`config.mk`:
```
export PLATFORM = sky130hd
export DESIGN_NAME = wrx_ctrl
export DESIGN_NICKNAME = d
export VERILOG_FILES = /design/src/rtl/wrx_pkg.sv /design/src/rtl/wrx_ctrl.sv /design/src/rtl/wrx_fill.sv
export SDC_FILE = /design/constraint.sdc
export NUM_CORES = 1
export LEC_CHECK = 0
export BUFFER_PORTS_ARGS = -buffer_cell sky130_fd_sc_hd__buf_2
export CAP_MARGIN = 20
export CORE_ASPECT_RATIO = 2
export CORE_MARGIN = 2
export CORE_UTILIZATION = 50
export CTS_BUF_LIST = sky130_fd_sc_hd__clkbuf_4 sky130_fd_sc_hd__clkbuf_8
export CTS_CLUSTER_DIAMETER = 40
export CTS_CLUSTER_SIZE = 12
export DETAILED_ROUTE_END_ITERATION = 7
export PLACE_DENSITY_LB_ADDON = 0.1
export SLEW_MARGIN = 20
export SYNTH_ARGS = -nofsm -noshare
export SYNTH_HDL_FRONTEND = slang
export SYNTH_SLANG_ARGS = --single-unit
```
`constraint.sdc`:
```
create_clock -name clk -period 6.4 [get_ports clk]
set_input_delay 0.32 -clock clk [delete_from_list [all_inputs] [get_ports clk]]
set_output_delay 0.32 -clock clk [all_outputs]
set_load 0.01 [all_outputs]
```
`src/rtl/wrx_pkg.sv`:
```
// Package: register map, field positions and reset values for the receive control block
`default_nettype none
package wrx_pkg;
    localparam int ADDR_W = 4;
    localparam int DATA_W = 8;
    localparam int CNT_W = 12;
    localparam int FILL_W = 4;
    // Register offsets
    localparam logic [3:0] OFF_LIMIT_LOW = 4'h0;
    localparam logic [3:0] OFF_BYTE_LIMIT_HIGH = 4'h1;
    localparam logic [3:0] OFF_RECEIVER_CONTROL = 4'h2;
    localparam logic [3:0] OFF_RECEIVER_STATUS = 4'h3;
    localparam logic [3:0] OFF_IRQ_MASK = 4'h4;
    localparam logic [3:0] OFF_BYTE_COUNT_LOW = 4'h5;
    localparam logic [3:0] OFF_BYTE_COUNT_HIGH = 4'h6;
    localparam logic [3:0] OFF_CRC32_COUNT_LOW = 4'h7;
    localparam logic [3:0] OFF_CRC32_COUNT_HIGH = 4'h8;
    localparam logic [3:0] OFF_CRC8_COUNT_LOW = 4'h9;
    localparam logic [3:0] OFF_CRC8_COUNT_HIGH = 4'ha;
    // Control field positions
    localparam int CTL_ABORT_BIT = 7;
    localparam int CTL_QCLR_BIT = 6;
    localparam int CTL_GO_BIT = 0;
    // Status field positions
    localparam int ST_CRC32_BIT = 7;
    localparam int ST_CRC8_BIT = 6;
    localparam int ST_OVF_BIT = 5;
    localparam int ST_FILL_LSB = 1;
    localparam int ST_BUSY_BIT = 0;
    // Mask field positions
    localparam int MSK_TX_BIT = 0;
    localparam int MSK_RX_BIT = 1;
    // Reset values
    localparam logic [7:0] RST_LIMIT_LOW = 8'h00;
    localparam logic [3:0] RST_LIMIT_HIGH = 4'h0;
    localparam logic [7:0] RST_CONTROL = 8'h00;
    localparam logic [1:0] RST_MASK = 2'h0;
    localparam logic [11:0] RST_COUNT = 12'h000;
    localparam logic [3:0] RST_FILL = 4'h0;
    localparam logic [3:0] FILL_FULL = 4'hf;
    localparam logic [7:0] RD_UNMAPPED = 8'h00;
    typedef enum logic [1:0] {WRX_IDLE, WRX_RX, WRX_TX} wrx_dir_t;
endpackage
`default_nettype wire

```
`src/rtl/wrx_ctrl.sv`:
```
// Module: receive control, status and byte count limit logic of the radio attach unit
//
// Behaviour
// - Limit high register holds upper four bits
// - Limit low register holds lower eight bits
// - One shared 12-bit running byte counter
// - Transmit limit event when unmasked
// - Receive limit event when unmasked
// - Transmit count after delimiter, excluding CRC
// - Receive count every byte after delimiter
// - Limit event changes nothing else
// - Control bit 7 holds receive reset
// - Receive reset leaves queue untouched
// - Control bit 6 holds queue reset
// - Control bit 0 starts receive machine
// - Service request independent of start bit
// - Start acts on rising transition only
// - Clearing start never aborts reception
// - CRC32 good sets bit 7, latches count
// - CRC8 good sets bit 6, latches count
// - Overflow flag cleared only by queue reset or whole-chip soft reset
// - Bits 4-1 show queue fill level
// - Busy from start until receive reset
// - Control and status reset to zero
//
// The register addresses and the plain strobed port are this design's own decisions.
`default_nettype none
module wrx_ctrl
    import wrx_pkg::*;
#(
    parameter int QUEUE_DEPTH = 15,
    parameter int DRQ_LEVEL = 1
)
(
    // Clock, reset, enable
    input wire logic clk,
    input wire logic sys_rst,
    input wire logic clk_en,
    input wire logic whole_chip_soft_reset,
    // Register port
    input wire logic [ADDR_W-1:0] reg_addr,
    input wire logic [DATA_W-1:0] reg_wdata,
    input wire logic reg_wr,
    input wire logic reg_rd,
    output logic [DATA_W-1:0] reg_rdata_ff,
    // Receive front end
    input wire logic rx_sfd_seen,
    input wire logic rx_byte_stb,
    input wire logic rx_frame_end,
    input wire logic crc32_good,
    input wire logic crc8_good,
    input wire logic rx_queue_pop,
    // Transmit front end
    input wire logic tx_sfd_sent,
    input wire logic tx_byte_stb,
    input wire logic tx_byte_is_crc,
    input wire logic tx_frame_end,
    // Outputs
    output logic tx_limit_irq_ff,
    output logic rx_limit_irq_ff,
    output logic rx_abort_reset_ff,
    output logic rx_queue_clear_ff,
    output logic rx_start_pulse_ff,
    output logic rx_active_flag_ff,
    output logic dma_service_request_ff
);
    // ****************************************
    // Registers and internal state
    // ****************************************
    logic [7:0] limit_low_ff;
    logic [3:0] limit_high_ff;
    logic abort_ff;
    logic qclr_ff;
    logic go_ff;
    logic [1:0] mask_ff;
    logic [CNT_W-1:0] count_ff;
    logic [CNT_W-1:0] crc32_count_ff;
    logic [CNT_W-1:0] crc8_count_ff;
    logic crc32_ok_ff;
    logic crc8_ok_ff;
    logic limit_hit_ff;
    wrx_dir_t dir_ff;
    wrx_dir_t nxt_dir;
    logic [FILL_W-1:0] fill_level;
    logic overflow;
    logic soft_rx_clear;
    logic count_stb;
    logic [CNT_W-1:0] nxt_count;
    logic [CNT_W-1:0] limit_val;
    logic go_rise;
    logic [DATA_W-1:0] nxt_rdata;

    function automatic logic wr_hit(input logic [3:0] off);
        wr_hit = reg_wr && (reg_addr == off);
    endfunction

    function automatic logic [7:0] hi_nib(input logic [CNT_W-1:0] v);
        hi_nib = {4'h0, v[11:8]};
    endfunction

    assign limit_val = {limit_high_ff, limit_low_ff};
    assign soft_rx_clear = whole_chip_soft_reset || abort_ff;
    // Written out in full: a continuous assign does not wake on signals read only inside a function
    assign go_rise = reg_wr && (reg_addr == OFF_RECEIVER_CONTROL) && reg_wdata[CTL_GO_BIT] && !go_ff;

    // ****************************************
    // Register writes
    // ****************************************
    // Reserved bits are simply not stored
    always_ff @(posedge clk or posedge sys_rst)
    begin
        if (sys_rst)
        begin
            limit_low_ff <= RST_LIMIT_LOW;
            limit_high_ff <= RST_LIMIT_HIGH;
            mask_ff <= RST_MASK;
        end
        else if (clk_en)
        begin
            if (wr_hit(OFF_LIMIT_LOW))
                limit_low_ff <= reg_wdata;
            if (wr_hit(OFF_BYTE_LIMIT_HIGH))
                limit_high_ff <= reg_wdata[3:0];
            if (wr_hit(OFF_IRQ_MASK))
                mask_ff <= reg_wdata[1:0];
        end
    end

    always_ff @(posedge clk or posedge sys_rst)
    begin
        if (sys_rst)
        begin
            abort_ff <= RST_CONTROL[CTL_ABORT_BIT];
            qclr_ff <= RST_CONTROL[CTL_QCLR_BIT];
            go_ff <= RST_CONTROL[CTL_GO_BIT];
        end
        else if (clk_en)
        begin
            if (whole_chip_soft_reset)
            begin
                abort_ff <= 1'b0;
                qclr_ff <= 1'b0;
                go_ff <= 1'b0;
            end
            else if (wr_hit(OFF_RECEIVER_CONTROL))
            begin
                abort_ff <= reg_wdata[CTL_ABORT_BIT];
                qclr_ff <= reg_wdata[CTL_QCLR_BIT];
                go_ff <= reg_wdata[CTL_GO_BIT];
            end
        end
    end

    // ****************************************
    // Receive start and busy
    // ****************************************
    // Start pulse only on a 0 to 1 write; clearing go does not abort
    always_ff @(posedge clk or posedge sys_rst)
    begin
        if (sys_rst)
        begin
            rx_start_pulse_ff <= 1'b0;
            rx_active_flag_ff <= 1'b0;
        end
        else if (clk_en)
        begin
            rx_start_pulse_ff <= go_rise && !soft_rx_clear;
            if (soft_rx_clear)
                rx_active_flag_ff <= 1'b0;
            else if (go_rise)
                rx_active_flag_ff <= 1'b1;
        end
    end

    always_ff @(posedge clk or posedge sys_rst)
    begin
        if (sys_rst)
        begin
            rx_abort_reset_ff <= 1'b0;
            rx_queue_clear_ff <= 1'b0;
        end
        else if (clk_en)
        begin
            rx_abort_reset_ff <= soft_rx_clear;
            rx_queue_clear_ff <= qclr_ff || whole_chip_soft_reset;
        end
    end

    // ****************************************
    // Direction and shared byte counter
    // ****************************************
    always_comb
    begin
        nxt_dir = dir_ff;
        case (dir_ff)
            WRX_IDLE:
            begin
                if (rx_sfd_seen && rx_active_flag_ff)
                    nxt_dir = WRX_RX;
                else if (tx_sfd_sent)
                    nxt_dir = WRX_TX;
            end
            WRX_RX:
            begin
                if (rx_frame_end)
                    nxt_dir = WRX_IDLE;
            end
            WRX_TX:
            begin
                if (tx_frame_end)
                    nxt_dir = WRX_IDLE;
            end
            default:
                nxt_dir = WRX_IDLE;
        endcase
    end

    always_ff @(posedge clk or posedge sys_rst)
    begin
        if (sys_rst)
            dir_ff <= WRX_IDLE;
        else if (clk_en)
        begin
            if (soft_rx_clear && dir_ff == WRX_RX)
                dir_ff <= WRX_IDLE;
            else
                dir_ff <= nxt_dir;
        end
    end

    // Bytes before the delimiter are never seen: counting starts in RX or TX
    assign count_stb = (dir_ff == WRX_RX && rx_byte_stb)
        || (dir_ff == WRX_TX && tx_byte_stb && !tx_byte_is_crc);
    assign nxt_count = count_ff + CNT_W'(1);

    always_ff @(posedge clk or posedge sys_rst)
    begin
        if (sys_rst)
            count_ff <= RST_COUNT;
        else if (clk_en)
        begin
            if (dir_ff == WRX_IDLE || (soft_rx_clear && dir_ff == WRX_RX))
                count_ff <= RST_COUNT;
            else if (count_stb)
                count_ff <= nxt_count;
        end
    end

    // ****************************************
    // Limit event, once per frame
    // ****************************************
    // Pure event: nothing here feeds back into direction or queue
    always_ff @(posedge clk or posedge sys_rst)
    begin
        if (sys_rst)
        begin
            limit_hit_ff <= 1'b0;
            tx_limit_irq_ff <= 1'b0;
            rx_limit_irq_ff <= 1'b0;
        end
        else if (clk_en)
        begin
            tx_limit_irq_ff <= 1'b0;
            rx_limit_irq_ff <= 1'b0;
            if (dir_ff == WRX_IDLE)
                limit_hit_ff <= 1'b0;
            else if (count_stb && nxt_count == limit_val && !limit_hit_ff)
            begin
                limit_hit_ff <= 1'b1;
                tx_limit_irq_ff <= (dir_ff == WRX_TX) && mask_ff[MSK_TX_BIT];
                rx_limit_irq_ff <= (dir_ff == WRX_RX) && mask_ff[MSK_RX_BIT];
            end
        end
    end

    // ****************************************
    // CRC good flags and count latches
    // ****************************************
    always_ff @(posedge clk or posedge sys_rst)
    begin
        if (sys_rst)
        begin
            crc32_ok_ff <= 1'b0;
            crc8_ok_ff <= 1'b0;
            crc32_count_ff <= RST_COUNT;
            crc8_count_ff <= RST_COUNT;
        end
        else if (clk_en)
        begin
            // Set wins over a same-cycle start clear
            if (crc32_good)
            begin
                crc32_ok_ff <= 1'b1;
                crc32_count_ff <= count_ff;
            end
            else if (go_rise || soft_rx_clear)
                crc32_ok_ff <= 1'b0;
            if (crc8_good)
            begin
                crc8_ok_ff <= 1'b1;
                crc8_count_ff <= count_ff;
            end
            else if (go_rise || soft_rx_clear)
                crc8_ok_ff <= 1'b0;
        end
    end

    // ****************************************
    // Receive queue level and service request
    // ****************************************
    wrx_fill #(
        .DEPTH(QUEUE_DEPTH),
        .FW(FILL_W)
    ) u_fill (
        .clk(clk),
        .sys_rst(sys_rst),
        .clk_en(clk_en),
        .queue_clear(rx_queue_clear_ff),
        .push(dir_ff == WRX_RX && rx_byte_stb),
        .pop(rx_queue_pop),
        .level_ff(fill_level),
        .overflow_ff(overflow)
    );

    // Go bit deliberately absent from this term
    always_ff @(posedge clk or posedge sys_rst)
    begin
        if (sys_rst)
            dma_service_request_ff <= 1'b0;
        else if (clk_en)
            dma_service_request_ff <= (fill_level >= FILL_W'(DRQ_LEVEL));
    end

    // ****************************************
    // Register reads
    // ****************************************
    always_comb
    begin
        case (reg_addr)
            OFF_LIMIT_LOW: nxt_rdata = limit_low_ff;
            OFF_BYTE_LIMIT_HIGH: nxt_rdata = {4'h0, limit_high_ff};
            OFF_RECEIVER_CONTROL: nxt_rdata = {abort_ff, qclr_ff, 5'h00, go_ff};
            OFF_RECEIVER_STATUS: nxt_rdata = {crc32_ok_ff, crc8_ok_ff, overflow,
                fill_level, rx_active_flag_ff};
            OFF_IRQ_MASK: nxt_rdata = {6'h00, mask_ff};
            OFF_BYTE_COUNT_LOW: nxt_rdata = count_ff[7:0];
            OFF_BYTE_COUNT_HIGH: nxt_rdata = hi_nib(count_ff);
            OFF_CRC32_COUNT_LOW: nxt_rdata = crc32_count_ff[7:0];
            OFF_CRC32_COUNT_HIGH: nxt_rdata = hi_nib(crc32_count_ff);
            OFF_CRC8_COUNT_LOW: nxt_rdata = crc8_count_ff[7:0];
            OFF_CRC8_COUNT_HIGH: nxt_rdata = hi_nib(crc8_count_ff);
            default: nxt_rdata = RD_UNMAPPED;
        endcase
    end

    always_ff @(posedge clk or posedge sys_rst)
    begin
        if (sys_rst)
            reg_rdata_ff <= 8'h00;
        else if (clk_en)
        begin
            if (reg_rd)
                reg_rdata_ff <= nxt_rdata;
            else
                reg_rdata_ff <= 8'h00;
        end
    end
endmodule
`default_nettype wire

```
`src/rtl/wrx_fill.sv`:
```
// Module: receive queue fill counter with overflow tracking
`default_nettype none
module wrx_fill
    import wrx_pkg::*;
#(
    parameter int DEPTH = 15,
    parameter int FW = 4
)
(
    // Clock and reset
    input wire logic clk,
    input wire logic sys_rst,
    input wire logic clk_en,
    input wire logic queue_clear,
    // Queue events
    input wire logic push,
    input wire logic pop,
    // Status
    output logic [FW-1:0] level_ff,
    output logic overflow_ff
);
    localparam logic [FW-1:0] DEPTH_V = FW'(DEPTH);
    logic is_full;
    logic is_empty;
    logic [FW-1:0] nxt_level;
    logic push_ok;
    logic pop_ok;
    assign is_full = (level_ff == DEPTH_V);
    assign is_empty = (level_ff == RST_FILL);
    // A pop frees the slot that a push into a full queue then takes
    assign push_ok = push && (!is_full || pop);
    assign pop_ok = pop && !is_empty;

    always_comb
    begin
        nxt_level = level_ff;
        if (push_ok && !pop_ok)
            nxt_level = level_ff + FW'(1);
        else if (pop_ok && !push_ok)
            nxt_level = level_ff - FW'(1);
    end

    always_ff @(posedge clk or posedge sys_rst)
    begin
        if (sys_rst)
            level_ff <= RST_FILL;
        else if (clk_en)
        begin
            if (queue_clear)
                level_ff <= RST_FILL;
            else
                level_ff <= nxt_level;
        end
    end

    // Push into a full queue without a pop is lost data
    always_ff @(posedge clk or posedge sys_rst)
    begin
        if (sys_rst)
            overflow_ff <= 1'b0;
        else if (clk_en)
        begin
            // Set wins over a same-cycle queue clear
            if (push && is_full && !pop)
                overflow_ff <= 1'b1;
            else if (queue_clear)
                overflow_ff <= 1'b0;
        end
    end
endmodule
`default_nettype wire

```
==> impl_results.rst <==
.. list-table::
   :header-rows: 1

   * - Metric
     - Value
   * - Status
     - finished, final reports clean
   * - Warnings from Yosys
     - 0
   * - Simple-gate share of the synthesized area
     - 16.3%
   * - Antenna diodes
     - 0
   * - Minimum setup slack among reg-to-reg paths
     - approximately 4 ns
   * - Total Routing Usage GR
     - approximately a quarter
   * - Number of sinks handled by clock tree synthesis
     - 78
   * - Worst Hold Class
     - input port to asynchronous set/reset pin
   * - Most used cells in the layout excluding fill and tap cells
     - sky130_fd_sc_hd__dfrtp_1 (78), sky130_fd_sc_hd__buf_2 (42), sky130_fd_sc_hd__nand2_1 (37)
   * - Number of rows created at floorplan
     - 48
   * - Vias in the first global route
     - approximately 3700
   * - Global-route congestion overflow total
     - 0
   * - HPWL reported at the end of detailed placement
     - 8.66 mm
   * - DIE HEIGHT
     - between 100 and 150 um
   * - Dominant combinational cell family by area after synthesis
     - compound AO/OA/AOI/OAI gates
   * - Area growth syn-to-layout
     - 8.81%
   * - Initial standard-cell utilization of the core
     - 51.4%
   * - Worst-path clk slew
     - 0.09 ns
   * - Number of inserted filler cells in the final layout
     - 810
   * - Worst R2R Start
     - u_fill.level_ff[1]
   * - Resized Gates After CTS
     - 0
   * - Share of final-layout standard cells stronger than drive strength 1
     - 22.2%
   * - Largest net degree at the start of global routing
     - 79
   * - Flop pwr share
     - 49.3%
   * - Xor/xnor share of the synthesized area
     - 2.36%
   * - Distinct cells, synth
     - 63
   * - Number of detailed-route iterations in the first pass
     - 5
   * - Worst slew margin relative to its limit
     - 47.2%
   * - Post-route antenna net violation count
     - 0
   * - Cell count of the worst reg-to-reg path
     - 7
   * - Total of buffers placed on input and output ports
     - 42
   * - TritonCTS clock tree
     - built
   * - Worst VDD drop
     - slightly below 0.2 mV
   * - Worst setup SP type
     - flop
   * - Most common library cell in the layout ignoring fill and taps
     - sky130_fd_sc_hd__dfrtp_1
   * - Synthesized area divided by synthesized cell count
     - between 9 and 10 sq um
   * - Data required, critical path
     - ~6.7 ns
   * - Cell area power density
     - between 200 and 300 mW/mm^2
   * - Count of pins over their slew limit
     - 0
   * - Number of CTS-inserted buffers
     - 9
   * - Static leakage
     - 2.15 nW
   * - Vias per cell
     - 6.41
   * - Power share of the clock group
     - 29.5%
   * - Cell count after synthesis
     - 447
   * - Hold violation total from the final report
     - 0
   * - FFs w/ async S/R, synth
     - 100%
   * - Internal Pwr Total
     - 0.828 mW
   * - Net Sw Frac
     - between 30% and 40%
   * - Wire length of the first global-routing pass
     - just under 20 mm
   * - Synthesis-stage register bit count
     - 78
   * - Post-route DRC
     - 0
   * - Routed length per placed instance
     - 21.2 um
   * - Multi-input combinational cell area
     - ~0.0023 sq mm
   * - Number of flops mapped to enable cells by yosys
     - 0
   * - Period Utilization, post-route
     - 36.4%
   * - Placeable core area
     - 0.00865 sq mm
   * - Leading post-synthesis cells by cell area
     - sky130_fd_sc_hd__dfrtp_1 (44%), sky130_fd_sc_hd__mux2_2 (9.1%), sky130_fd_sc_hd__o21ai_0 (3.5%)
   * - Hold-fix buffer count after cts
     - 0
   * - Arrival time of the worst setup path
     - 2.62 ns
   * - Capture point of the critical path
     - u_fill.level_ff[2]
   * - Final worst path period need
     - around 2.3 ns
   * - Worst flop-to-flop path endpoint
     - u_fill.level_ff[2]
   * - Type of element capturing the critical path
     - flop
   * - Violation count after the first detailed-route iteration
     - 321
   * - Post-Synthesis Cell Area
     - 0.00445 sq mm
   * - Sequential Area
     - 0.00195 sq mm
   * - Gate power share
     - 21.2%
   * - Post-CTS setup buffer count
     - 0
   * - Top cell type's share of synthesized area
     - between 40% and 50%
   * - Maximum clock frequency
     - roughly 0.43 GHz
   * - Number of primary I/O pins
     - 43
   * - Worst setup path start
     - u_fill.level_ff[1]
   * - Total nets after synthesis
     - about 480
   * - Max H-tree Level
     - 3
   * - Setup total negative slack
     - 0 ns
   * - Adder-Cell Fraction of Synth Area
     - under 10%
   * - Final GP Congestion
     - 0.875
   * - Biggest fanout along the worst timing path
     - 8
   * - Switching pwr
     - 0.396 mW
   * - Post-synthesis mux area share
     - 11.4%
   * - Via total after detailed routing
     - 3675
   * - Clock Root Buffer
     - sky130_fd_sc_hd__clkbuf_8
   * - Insertion delay to the later sink of the worst-skew pair
     - around 0.36 ns
   * - Area of the die
     - 0.00971 sq mm
   * - Area fraction in compound gates after synthesis
     - 20.7%
   * - Number of antenna violations at the first check in global routing
     - 0
   * - DIE WIDTH
     - 70.7 um
   * - Setup CP Type
     - flop to flop
   * - Most used flip-flop cell after synthesis
     - sky130_fd_sc_hd__dfrtp_1
   * - Worst setup skew after layout
     - 0.0119 ns
   * - Largest buffer count on any clock path
     - 2
   * - Count of max-cap constraint violations
     - 0
   * - Final net count
     - 501
   * - Routed wire length
     - between 10 and 15 mm
   * - Final-layout worst hold slack
     - 0.132 ns
   * - Sequential element share of the synthesized area
     - between 40% and 50%
   * - Setup violators final
     - 0
   * - RSZ-0062 raised after global routing
     - false
   * - Transition time at the pin with the least slew margin
     - 0.792 ns
   * - Library cell occupying the most area in the post-synthesis netlist
     - sky130_fd_sc_hd__dfrtp_1
-- cell families (layout without fill, tap and decap cells) --
| kind of cell | after synthesis | count (layout) |
|---|---|---|
| xor+xnor | 12 | 12 |
| buf+inv | 44 | 70 |
| fa+ha+maj | 4 | 4 |
| mux | 46 | 46 |
| simple gates | 134 | 134 |
| flops | 78 | 78 |
| compound gates | 129 | 129 |
-- worst min path at each step --
stage	from	to	cells after the start
2_1_floorplan	whole_chip_soft_reset	abort_ff	1
3_3_place_gp	reg_rdata_ff[1]	reg_rdata_ff[1]	1
3_5_place_dp	reg_rdata_ff[1]	reg_rdata_ff[1]	1
4_1_cts	reg_wdata[4]	limit_low_ff[4]	2
5_1_grt	sys_rst	count_ff[6]	3
6_report	sys_rst	count_ff[4]	3
-- cells in the mapped netlist (3+ instances only) --
cell and n:
sky130_fd_sc_hd__a21oi_1 14, sky130_fd_sc_hd__a31oi_1 4, sky130_fd_sc_hd__xor2_1 6, sky130_fd_sc_hd__mux2i_1 10, sky130_fd_sc_hd__nor2b_1 14, sky130_fd_sc_hd__o32ai_1 3, sky130_fd_sc_hd__nand3_1 16, sky130_fd_sc_hd__a2bb2oi_1 3
sky130_fd_sc_hd__a211oi_1 3, sky130_fd_sc_hd__o211ai_1 5, sky130_fd_sc_hd__o21ai_0 31, sky130_fd_sc_hd__nand2_1 37, sky130_fd_sc_hd__clkbuf_1 23, sky130_fd_sc_hd__nand3b_1 3, sky130_fd_sc_hd__and3_1 4, sky130_fd_sc_hd__nor2_1 19
sky130_fd_sc_hd__mux2_2 36, sky130_fd_sc_hd__a32oi_1 4, sky130_fd_sc_hd__xnor2_1 6, sky130_fd_sc_hd__nor4_1 3, sky130_fd_sc_hd__nor3_1 8, sky130_fd_sc_hd__ha_1 4, sky130_fd_sc_hd__nor3b_1 4, sky130_fd_sc_hd__dfrtp_1 78
sky130_fd_sc_hd__o22ai_1 4, sky130_fd_sc_hd__nand2b_1 4, sky130_fd_sc_hd__a22o_1 7, sky130_fd_sc_hd__inv_1 12, sky130_fd_sc_hd__nand4_1 7, sky130_fd_sc_hd__buf_2 6, sky130_fd_sc_hd__a22oi_1 10, sky130_fd_sc_hd__o2bb2ai_1 12
sky130_fd_sc_hd__o31ai_1 7
-- sequential cells by signal, indices dropped and copies added, names as in the netlist, 2 cells and up --
signal	flops
mask_ff	2
count_ff	12
reg_rdata_ff	8
dir_ff	2
crc8_count_ff	12
limit_high_ff	4
crc32_count_ff	12
limit_low_ff	8
u_fill.level_ff	4
-- power groups by stage --
stage / logic (mW) / clock network (mW) / registers (mW)
4_1_cts: 0.259 / 0.368 / 0.603
3_5_place_dp: 0.258 / 0 / 0.613
2_1_floorplan: 0.201 / 0 / 0.584
5_1_grt: 0.291 / 0.388 / 0.611
6_report: 0.259 / 0.361 / 0.604
3_3_place_gp: 0.252 / 0 / 0.610
-- area by class of cell --
class / count / area share (%)
multi-input cells: 325 / 47.6
flip-flops and latches: 78 / 40.4
repair buffers: 43 / 4.58
well taps: 100 / 2.59
clock buffers: 9 / 2.56
clock inverters: 6 / 1.32
inverters: 12 / 0.957
-- critical path, cell delays in order (launching register included) --
cell	delay [ns]
sky130_fd_sc_hd__dfrtp_1	0.45
sky130_fd_sc_hd__inv_1	0.11
sky130_fd_sc_hd__ha_1	0.15
sky130_fd_sc_hd__or3b_4	0.41
sky130_fd_sc_hd__a211oi_4	0.39
sky130_fd_sc_hd__o31ai_2	0.19
sky130_fd_sc_hd__or3_1	0.39
sky130_fd_sc_hd__a21boi_1	0.16
-- stage by stage --
stage          std cells  power, mW  setup WS, ns  cell area, sq um  util [%]
2_1_floorplan        447      0.785          4.08              4450         -
3_3_place_gp         558      0.863          4.16              4650      53.7
3_5_place_dp         558      0.870          4.08              4650      53.7
4_1_cts              573       1.23          4.06              4830      55.9
5_1_grt              573       1.29          3.87              4840      55.9
6_report             573       1.22          4.07              4840      55.9
-- per-layer routing --
layer / vias up / global-route usage [%] / wire length (um)
met4: 0 / 12.2 / 442
met1: 1781 / 32.9 / 4910
met5: - / 0 / 0
met3: 29 / 5.93 / 566
li1: 1718 / - / -
met2: 147 / 44.5 / 6230
No activity file was read; power rests on OpenSTA's default activity.
